`src/include/spr_pkg.sv`:
```
// Constants, types and helpers for the serial port with ready flag
// Operation
// RULE_01: The device shifts each output bit out on the serial clock falling edge so it is valid at the next rising edge.
// RULE_02: While chip select is high the data-out/ready pin is not driven.
// RULE_03: With chip select low and no read under way the pin is a ready flag that goes low once a conversion completes.
// RULE_04: If a completed result is not read the ready flag returns high before the next result update.
// RULE_05: The device samples the data input on each serial clock rising edge and the host holds it stable there.
// RULE_06: Data shifted in is written to the register chosen by the target field of the last command byte; the code ignores writes to DATA_IDX.
// RULE_07: The output shift register can be loaded from any on-chip register so each can be read back.
// RULE_08: Chip select is active low and may be tied low permanently by the host.
// RULE_09: The host may use the ready flag falling edge as a result-available interrupt.
// RULE_10: With chip select held low the port runs on serial clock, data in and data-out/ready alone.
// RULE_11: The host starts each transaction with a command byte naming the target register and direction.
// RULE_12: During a read the pin carries read data and goes back to the ready flag when the read ends.
package spr_pkg;
    // ****************************************
    // Frame layout
    // ****************************************
    localparam int CMD_BITS = 8;
    localparam int WORD_BITS = 16;
    localparam int FIELD_W = 6;
    localparam int IDX_W = 3;
    localparam int REG_NUM = 8;
    localparam int CNT_W = 4;
    localparam logic [CNT_W-1:0] CMD_LAST = 4'h7;
    localparam logic [CNT_W-1:0] WORD_LAST = 4'hf;
    localparam logic [CNT_W-1:0] CNT_ZERO = 4'h0;
    localparam logic [CNT_W-1:0] CNT_ONE = 4'h1;
    localparam int CMD_RD_POS = 6;
    // ****************************************
    // Register indices and reset values
    // ****************************************
    localparam logic [FIELD_W-1:0] DATA_IDX = 6'h04;
    localparam logic [FIELD_W-1:0] CFG_IDX = 6'h01;
    localparam logic [WORD_BITS-1:0] REG_RST = 16'h0000;
    localparam logic [FIELD_W-1:0] FIELD_RST = 6'h00;

    typedef enum logic [1:0] {
        ST_CMD = 2'b00,
        ST_WR = 2'b01,
        ST_RD = 2'b10
    } spr_state_t;

    // True when the target field names an implemented register
    function automatic logic spr_mapped(input logic [FIELD_W-1:0] field);
        spr_mapped = (field < FIELD_W'(REG_NUM));
    endfunction : spr_mapped
endpackage : spr_pkg

```
`src/hw/spr_port.sv`:
```
// Device-side serial host port with shared data-out and ready pin
`timescale 1ns/1ps
`default_nettype none
module spr_port
    import spr_pkg::*;
(
    // System
    input wire logic clk,
    input wire logic rst_b,
    // Serial pins
    input wire logic sclk,
    input wire logic cs_b,
    input wire logic din,
    output logic dout,
    output logic dout_oe,
    // Converter side
    input wire logic conv_done,
    input wire logic [spr_pkg::WORD_BITS-1:0] conv_data,
    output logic [spr_pkg::WORD_BITS-1:0] cfg_word
);
    // ****************************************
    // Pin synchronisers
    // ****************************************
    logic sclk_s1, sclk_s2, sclk_d;
    logic cs_s1, cs_s2;
    logic din_s1, din_s2;

    // Two flops per pin, plus a delayed clock copy for edges
    always_ff @(posedge clk) begin
        if (!rst_b) begin
            {sclk_s1, sclk_s2, sclk_d} <= 3'h7;
            {cs_s1, cs_s2} <= 2'h3;
            {din_s1, din_s2} <= 2'h0;
        end else begin
            {sclk_s1, sclk_s2, sclk_d} <= {sclk, sclk_s1, sclk_s2};
            {cs_s1, cs_s2} <= {cs_b, cs_s1};
            {din_s1, din_s2} <= {din, din_s1};
        end
    end

    wire rise = sclk_s2 & ~sclk_d;
    wire fall = ~sclk_s2 & sclk_d;

    // ****************************************
    // Frame state
    // ****************************************
    spr_state_t state, next_state;
    logic [CNT_W-1:0] cnt;
    logic [WORD_BITS-1:0] in_sr;
    logic [WORD_BITS-1:0] out_sr;
    logic [FIELD_W-1:0] field;
    logic [WORD_BITS-1:0] regs [REG_NUM];
    logic rdy_n;
    logic reissue;
    logic [WORD_BITS-1:0] pend;

    // Decode of the frame events
    wire [WORD_BITS-1:0] word_in = {in_sr[WORD_BITS-2:0], din_s2};
    wire [FIELD_W-1:0] cmd_field = word_in[FIELD_W-1:0];
    wire cmd_rd = word_in[CMD_RD_POS];
    wire cmd_end = rise & (state == ST_CMD) & (cnt == CMD_LAST);
    wire wr_end = rise & (state == ST_WR) & (cnt == WORD_LAST);
    wire rd_end = rise & (state == ST_RD) & (cnt == WORD_LAST);
    wire wr_fire = wr_end & spr_mapped(field) & (field != DATA_IDX);
    wire rd_data = rd_end & (field == DATA_IDX);
    wire [WORD_BITS-1:0] rd_word =
        spr_mapped(cmd_field) ? regs[cmd_field[IDX_W-1:0]] : REG_RST;

    // Next frame state
    // RULE_10: command again without deselect
    always_comb begin
        next_state = state;
        if (cmd_end) begin
            next_state = cmd_rd ? ST_RD : ST_WR;
        end else if (wr_end || rd_end) begin
            next_state = ST_CMD;
        end
    end

    // Frame sequencer; a high chip select aborts any frame
    // RULE_08: deselect aborts frame
    always_ff @(posedge clk) begin
        if (!rst_b || cs_s2) begin
            state <= ST_CMD;
            cnt <= CNT_ZERO;
        end else if (rise) begin
            state <= next_state;
            cnt <= (cmd_end || wr_end || rd_end) ? CNT_ZERO : cnt + CNT_ONE;
        end
    end

    // RULE_05: sample on rising edge
    always_ff @(posedge clk) begin
        if (!rst_b) begin
            in_sr <= REG_RST;
        end else if (rise && !cs_s2) begin
            in_sr <= word_in;
        end
    end

    // Command byte keeps the target register
    always_ff @(posedge clk) begin
        if (!rst_b) begin
            field <= FIELD_RST;
        end else if (cmd_end) begin
            field <= cmd_field;
        end
    end

    // RULE_07: load any register, RULE_01: shift on falling edge
    always_ff @(posedge clk) begin
        if (!rst_b) begin
            out_sr <= REG_RST;
        end else if (cmd_end && cmd_rd) begin
            out_sr <= rd_word;
        end else if (fall && state == ST_RD) begin
            out_sr <= {out_sr[WORD_BITS-2:0], 1'b0};
        end
    end

    // ****************************************
    // Register file
    // ****************************************
    // RULE_06: write to selected register
    for (genvar i = 0; i < REG_NUM; i++) begin : g_reg
        if (i == int'(DATA_IDX)) begin : g_data
            // Conversion result, loaded only by the converter
            always_ff @(posedge clk) begin
                if (!rst_b) begin
                    regs[i] <= REG_RST;
                end else if (conv_done && rdy_n) begin
                    regs[i] <= conv_data;
                end else if (reissue) begin
                    regs[i] <= pend;
                end
            end
        end else begin : g_ctl
            always_ff @(posedge clk) begin
                if (!rst_b) begin
                    regs[i] <= REG_RST;
                end else if (wr_fire && field[IDX_W-1:0] == IDX_W'(i)) begin
                    regs[i] <= word_in;
                end
            end
        end
    end

    // ****************************************
    // Ready flag
    // ****************************************
    // RULE_04: unread result lifts the flag for a cycle before the update
    always_ff @(posedge clk) begin
        if (!rst_b) begin
            rdy_n <= 1'b1;
            reissue <= 1'b0;
            pend <= REG_RST;
        end else if (conv_done && !rdy_n) begin
            rdy_n <= 1'b1;
            reissue <= 1'b1;
            pend <= conv_data;
        end else if (conv_done || reissue) begin
            // RULE_03: low on conversion complete
            rdy_n <= 1'b0;
            reissue <= 1'b0;
        end else if (rd_data) begin
            rdy_n <= 1'b1;
        end
    end

    // ****************************************
    // Pin drivers
    // ****************************************
    // RULE_02: release pin while deselected, RULE_12: data then flag
    always_ff @(posedge clk) begin
        if (!rst_b) begin
            dout <= 1'b1;
            dout_oe <= 1'b0;
            cfg_word <= REG_RST;
        end else begin
            dout_oe <= ~cs_s2;
            cfg_word <= regs[CFG_IDX[IDX_W-1:0]];
            if (state == ST_RD && !cs_s2) begin
                dout <= fall ? out_sr[WORD_BITS-1] : dout;
            end else begin
                dout <= rdy_n;
            end
        end
    end

    // ****************************************
    // Checks
    // ****************************************
    property p_shift_fall;
        @(posedge clk) disable iff (!rst_b)
        (fall && state == ST_RD && !cs_s2) |=>
            dout == $past(out_sr[WORD_BITS-1]);
    endproperty
    a_shift_fall: assert property (p_shift_fall) // RULE_01
        else $error("read bit not shifted on falling edge");

    property p_release;
        @(posedge clk) disable iff (!rst_b) cs_s2 |=> !dout_oe;
    endproperty
    a_release: assert property (p_release) // RULE_02
        else $error("pin driven while deselected");

    property p_flag;
        @(posedge clk) disable iff (!rst_b)
        (!cs_s2 && state != ST_RD) |=> (dout == $past(rdy_n)) && dout_oe;
    endproperty
    a_flag: assert property (p_flag) // RULE_03
        else $error("pin does not show ready flag");

    property p_unread;
        @(posedge clk) disable iff (!rst_b)
        (conv_done && !rdy_n) |=> rdy_n ##1 !rdy_n;
    endproperty
    a_unread: assert property (p_unread) // RULE_04
        else $error("flag not lifted before update");

    property p_sample;
        @(posedge clk) disable iff (!rst_b)
        (rise && !cs_s2) |=> in_sr[0] == $past(din_s2);
    endproperty
    a_sample: assert property (p_sample) // RULE_05
        else $error("input bit not sampled on rising edge");

    property p_write;
        @(posedge clk) disable iff (!rst_b)
        wr_fire |=> regs[$past(field[IDX_W-1:0])] == $past(word_in);
    endproperty
    a_write: assert property (p_write) // RULE_06
        else $error("register write lost");

    property p_load;
        @(posedge clk) disable iff (!rst_b)
        (cmd_end && cmd_rd) |=> out_sr == $past(rd_word);
    endproperty
    a_load: assert property (p_load) // RULE_07
        else $error("output shift register not loaded");

    property p_abort;
        @(posedge clk) disable iff (!rst_b)
        cs_s2 |=> state == ST_CMD && cnt == CNT_ZERO;
    endproperty
    a_abort: assert property (p_abort) // RULE_08
        else $error("frame not reset by chip select");

    property p_read_end;
        @(posedge clk) disable iff (!rst_b)
        (rd_data && !conv_done && !reissue) |=> rdy_n ##1 dout;
    endproperty
    a_read_end: assert property (p_read_end) // RULE_12
        else $error("pin not back to flag after read");
endmodule : spr_port
`default_nettype wire

```
`config.mk`:
```
export PLATFORM = sky130hd
export DESIGN_NAME = spr_port
export DESIGN_NICKNAME = d
export VERILOG_FILES = /design/src/include/spr_pkg.sv /design/src/hw/spr_port.sv
export SDC_FILE = /design/constraint.sdc
export NUM_CORES = 1
export LEC_CHECK = 0
export BUFFER_PORTS_ARGS = -buffer_cell sky130_fd_sc_hd__buf_2
export CAP_MARGIN = 20
export CELL_PAD_IN_SITES_DETAIL_PLACEMENT = 1
export CELL_PAD_IN_SITES_GLOBAL_PLACEMENT = 2
export CORE_MARGIN = 3
export CORE_UTILIZATION = 43
export CTS_CLUSTER_DIAMETER = 60
export DETAILED_ROUTE_END_ITERATION = 8
export MAX_ROUTING_LAYER = met4
export PLACE_DENSITY_LB_ADDON = 0.08
export SLEW_MARGIN = 10
export SYNTH_ARGS = -nofsm -noshare
export SYNTH_HDL_FRONTEND = slang
export SYNTH_SLANG_ARGS = --single-unit
```
`constraint.sdc`:
```
create_clock -name clk -period 4.35 [get_ports clk]
set_clock_uncertainty 0.1 [all_clocks]
set_input_delay 0.2175 -clock clk [delete_from_list [all_inputs] [get_ports clk]]
set_output_delay 0.2175 -clock clk [all_outputs]
set_load 0.02 [all_outputs]
```
==> impl_results.md, run 1 <==
* Status: completed
* Synth Area in Compound Gates at under 10%
* Layout Cells excl Fill at around 1000
* Syn. warnings at 0
* DRT Wirelength at between 20000 and 25000 µm
* Number of synthesized register bits at 214
* Ys flop type: edfxtp_1
* Synth top area share at 43.3%
* Final Slew Violations at 0
* VDD IR max at about 0.00025 V
* Largest family of logic cells by synthesized area: simple AND/OR/NAND/NOR gates
* Syn Area/Cell at ~12 µm²
* Synth Area in XOR/XNOR at less than 1%
* Final period utilization at between 60% and 70%
* Buffers on Ports at 39
* Detailed Place HPWL at around 15000 µm
* First-pass GRT wire length at approximately 36000 µm
* RSZ-0062 raised after global routing: false
* Worst min-delay path class: input port to flip-flop
* Vias per inst at roughly 5.5
* Sequential power share at 51.4%
* Largest net degree at the start of global routing at 56
* Setup TNS at 0 ns
* Synth Area in Adders at less than 1%
* Kind of critical path: flip-flop to flip-flop
* Crit start category: flip-flop
* Nets at around 790
* Switching Fraction at around 22%
* Syn Inst Count at a little over 700
* Post-Synth Simple-Gate Area at between 15 and 20%
* Row count at just over 50
* DRT iter0 DRCs at a little over 400
* Clock transition at path regs at 0.06 ns
* Clk root buf: clkbuf_16
* Area leader, netlist: edfxtp_1
* Minimum clock period at about 2.8 ns
* Max-cap viol count at 0
* Vias in the first global route at ~6000
* Drc violations at 0
* Core footprint at ~20000 µm²
* Total Routing Usage GR at between 20% and 30%
* Layout cells sized above 1 at roughly 17%
* Synth cell count leaders: edfxtp_1 (128), nor2_1 (106), dfxtp_1 (86), nand2_1 (86), and2_1 (35)
* Routed Antenna Nets at 0
* Synthesis-to-layout area growth at 15.9%
* Total internal power at about 0.0035 W
* Starting density of the core at ~45%
* CP delay by family, top: simple AND/OR/NAND/NOR gates
* GRT overflow at 0
* WP data required at between 4 and 5 ns
* CP peak stage delay at 0.56 ns
* Clock sink count at roughly 210
* Worst Path Arrival at roughly 3.1 ns
* Power share of the clock group at a little over two fifths
* Worst slew margin at between 20 and 30%
* Worst Path Buf+Inv at 1
* WL per Instance at about 22 µm
* Mapped Nets at roughly 740
* Final number of setup-violating endpoints at 0
* Area contributors post-synth: edfxtp_1 (43%), dfxtp_1 (19%), mux4_2 (8.1%), nor2_1 (4.5%), nand2_1 (3.6%)
* Post-synth EDFFs at 128
* GP Congestion at 0.781
* Hold Violations, Final at 0
* CP max FO at 21
* Die width at around 150 µm
* Fmax at 351 MHz
* Distinct cells, synth at 47
* Total CTS buffers at 24
* Syn Std Cell Area at between 8000 and 9000 µm²
* DRT Pass-1 Iters at 5
* Crit path cell chain: ha_1, nand4b_2, nor4_4, nand4b_1, buf_4, nor2_1
* ANT cells at 0
* Fill count at 2028
* Initial antenna violation count at 0
* Via count at 5791
* Sw power at 0.000953 W
* CTS tree: done
* Ys async rst share at 0%
* Mux cell area share after synthesis at approximately 11%
* Dpl cells at roughly 980
* Die H at roughly 150 µm
* # IOs at 40
* Power share of the combinational group at under 10%
* Worst slew pin tran at around 1.1 ns
* Die area at ~22000 µm²
* Most common cell in the synthesized netlist: edfxtp_1
* Slowest CP cell: nand4b_1
* H-tree depth at 1
* Pwr Density at between 400 and 500 nW/µm²
* Clk Latency, worst-skew pair at just over 0.5 ns
* Worst Setup End Kind: flip-flop
* Seq/Total Area, Yosys at a little over three fifths
* P_leak at ~3.4 nW
* Clk buf depth at 3
==> worst reg2reg max path, stage by stage (launching register included) <==
cell and delay (ns):
dfxtp_1 0.37, ha_1 0.20, nand4b_2 0.33, nor4_4 0.51
nand4b_1 0.56, buf_4 0.45, nor2_1 0.17
==> power by group through the flow <==
stage	Clock, W	Sequential (W)	Combinational [W]
6_report	0.00192	0.00227	0.000217
2_1_floorplan	0	0.00230	0.000119
3_3_place_gp	0	0.00231	0.000195
3_5_place_dp	0	0.00231	0.000205
4_1_cts	0.00197	0.00227	0.000219
5_1_grt	0.00206	0.00228	0.000234
==> cell type report <==
class                           count  area [µm²]  area share, %
Multi-Input combinational cell    442        3060           29.8
Tap cell                          265         332           3.23
Clock inverter                      9        68.8          0.670
Inverter                            3        11.3          0.110
Timing Repair Buffer               80         566           5.50
Clock buffer                       35         673           6.55
Sequential cell                   214        5570           54.2
==> final timing paths <==
kind	start	end	slack, ns	cells past startpoint
setup / recovery	cnt[0]	regs[2][11]	1.50	6
hold / removal	rst_b	in_sr[3]	0.10	2
setup reg to reg	cnt[0]	regs[2][11]	1.50	6
hold reg to reg	sclk_s1	sclk_s2	0.31	1
==> registers in the layout (all words and copies together), names as in the netlist, 2 cells and up <==
| register | cells |
|---|---|
| cfg_word | 16 |
| cnt | 4 |
| field | 6 |
| in_sr | 15 |
| out_sr | 16 |
| pend | 16 |
| regs | 128 |
| state | 2 |
==> metrics by stage <==
| stage | area [µm²] | worst slack (ns) | util, % | power (W) | hold slack (ns) |
|---|---|---|---|---|---|
| final | 10300 | 1.50 | 51.8 | 0.00441 | 0.104 |
| after global routing | 10300 | 1.25 | 51.8 | 0.00456 | 0.108 |
| after CTS | 10300 | 1.47 | 51.8 | 0.00446 | 0.0862 |
| after detailed placement | 9330 | 1.49 | 47.0 | 0.00252 | 0.301 |
| after global placement | 9310 | 1.60 | 46.9 | 0.00251 | 0.296 |
| after floorplan | 8870 | 1.24 | - | 0.00242 | 0.219 |
==> cells by family (layout without fill, tap and decap cells) <==
logic type	after synthesis	in the layout
buf+inv	56	127
flops	214	214
mux	55	55
compound gates	97	97
xor+xnor	4	4
fa+ha+maj	1	1
simple gates	285	285
==> repair_timing <==
action,CTS,global route
setup buffers,0,0
hold buffers,20,0
resized for setup,0,0
endpoints found under the setup margin,0,0
hold endpoints to repair,30,0
==> placed cells by master (no fill, tap or decap), types with 12 or more instances in the layout <==
master         synthesis  final
buf_2                 17     39
dlygate4sd3_1          0     20
mux2i_1               23     23
a21boi_0              31     31
and2_1                35     35
nand2b_1              12     12
mux4_2                32     32
nand3_1               16     16
clkbuf_16              0     25
o21ai_1                9     16
o221ai_1              15     15
a22o_1                16     16
edfxtp_1             128    128
nor2_1               106    106
nand2_1               86     86
dfxtp_1               86     85
buf_4                  1     20
==> per-layer routing <==
layer / track usage [%] / routed length [µm] / vias up
met3: 2.85 / 819 / 30
met5: - / 0 / -
met2: 35.7 / 11400 / 99
met4: 4.35 / 419 / 0
li1: - / - / 2669
met1: 28.8 / 10300 / 2993
Power figures use the tool's default switching activity.
==> run 2, diff against run 1 <==
Settings changed: CORE_UTILIZATION 43 to 39.
Clock period 4.35 ns to 2.44 ns, I/O delays scaled along.
==> impl_results.md, run 2 (synthesized netlist as in run 1, its figures left out) <==
* Hold Violations, Final at 0
* Reg with most FFs: regs
* # IOs at 40
* Detailed Place HPWL at about 15000 µm
* Core footprint at approximately 22000 µm²
* Pwr Density at ~770 nW/µm²
* Kind of critical path: flip-flop to flip-flop
* Minimum clock period at 2.24 ns
* Launching point of the worst reg2reg path: cnt[0]
* Commonest non-fill, non-tap cell in the layout: edfxtp_1
* Total CTS buffers at 25
* DRT Pass-1 Iters at 5
* Layout cells sized above 1 at between 10% and 20%
* Via count at 5752
* Nets at ~800
* GRT overflow at 0
* Final worst slack at 0.202 ns
* Routed Antenna Nets at 0
* Worst slew pin tran at 0.668 ns
* Clk buf depth at 3
* Vias per inst at ~5.3
* Fmax at about 450 MHz
* Max-cap viol count at 0
* Worst min-delay path class: input port to flip-flop
* Total Routing Usage GR at between 15 and 20%
* Synthesis-to-layout area growth at 18.5%
* WP data required at 2.55 ns
* First-pass GRT wire length at 36300 µm
* WL per Instance at roughly 21 µm
* DRT iter0 DRCs at 258
* Clock transition at path regs at ~0.05 ns
* Flop-to-flop setup slack at just over 0.2 ns
* Worst Min Path Start: rst_b
* Crit start category: flip-flop
* Hold Crit Depth at 3
* Worst Setup End Kind: flip-flop
* Status: completed
* Die H at between 150 and 200 µm
* RSZ-0062 raised after global routing: false
* Worst slew margin at approximately 55%
* Worst Path Arrival at 2.35 ns
* Row count at 54
* Final number of setup-violating endpoints at 0
* PnR Total Power at 0.00807 W
* Largest register FFs at between 100 and 150
* GP Congestion at 0.775
* Vias in the first global route at 6185
* Clk root buf: clkbuf_16
* CP max FO at 16
* Drc violations at 0
* Hold path endpoint: sclk_s1
* Initial antenna violation count at 0
* Die area at 24600 µm²
* Die width at 157 µm
* Most frequent cells in the layout: edfxtp_1 (128), nor2_1 (106), nand2_1 (86)
* Final Slew Violations at 0
* VDD IR max at slightly above 0.0005 V
* P_leak at 3.48 nW
* DRT Wirelength at about 23000 µm
* Post-CTS Setup Bufs at 0
* Clk Latency, worst-skew pair at between 0.5 and 0.6 ns
* Largest net degree at the start of global routing at 44
* ANT cells at 0
* CTS tree: done
* FF-to-FF End: regs[5][7]
* Worst Setup SP: cnt[0]
* Buffers on Ports at 39
* Post-CTS sizing at 0
* Final period utilization at between 90% and 100%
* Fill count at between 2000 and 2500
* Worst reg2reg path depth at 6
* Clock sink count at 214
* Starting density of the core at roughly 40%
* H-tree depth at 1
* Pre-CTS setup slack at approximately 0.2 ns
run 2: layout make-up:
class | count | area (µm²) | area share (%)
timing repair buffer | 93 | 726 | 6.91
multi-input combinational | 442 | 3060 | 29.1
inverter | 3 | 11.3 | 0.107
sequential | 214 | 5570 | 53.0
clock inverter | 10 | 121 | 1.16
tap | 280 | 350 | 3.33
clock buffer | 34 | 669 | 6.37
run 2: worst max path at each step:
stage / end / slack, ns / cells past startpoint
after floorplan: regs[7][0] / -0.27 / 5
after CTS: regs[7][10] / 0.19 / 6
final: regs[5][7] / 0.20 / 6
after detailed placement: regs[5][11] / 0.20 / 6
after global placement: regs[7][12] / 0.23 / 6
after global routing: regs[7][10] / 0.03 / 6
run 2: metal layers:
metal	GRT usage, %	vias up	wire (µm)
met3	2.88	34	908
met1	26.2	2913	10300
met4	4.13	0	423
met2	32.3	108	11200
li1	-	2697	-
met5	-	-	0
run 2: report_power, final:
| group | internal, W | switching (W) | total, W |
|---|---|---|---|
| sequential | 0.00398 | 0.0000647 | 0.00404 |
| clock | 0.00222 | 0.00140 | 0.00362 |
| combinational | 0.000184 | 0.000221 | 0.000404 |
| total | 0.00638 | 0.00169 | 0.00807 |
run 2: metrics by stage:
stage / utilization, % / cell area [µm²] / TNS (ns) / hold WS [ns] / instances
2_1_floorplan: - / 8870 / -23.28 / 0.123 / 712
5_1_grt: 47.6 / 10500 / 0 / 0.0308 / 1076
4_1_cts: 47.6 / 10500 / 0 / 0.0162 / 1076
3_5_place_dp: 43.1 / 9520 / 0 / 0.208 / 1012
6_report: 47.6 / 10500 / 0 / 0.0117 / 1076
3_3_place_gp: 43.1 / 9520 / 0 / 0.201 / 1012
run 2: critical path: stages (launching register included):
cell and delay, ns:
dfxtp_1 0.37, ha_1 0.20, nand4b_2 0.15, nor4_4 0.36
nand4b_1 0.26, o21ai_1 0.30, buf_12 0.20
run 2: what timing repair did:
item,CTS,global route
endpoints found under the hold margin,36,0
endpoints found under the setup margin,0,0
hold buffers,20,0
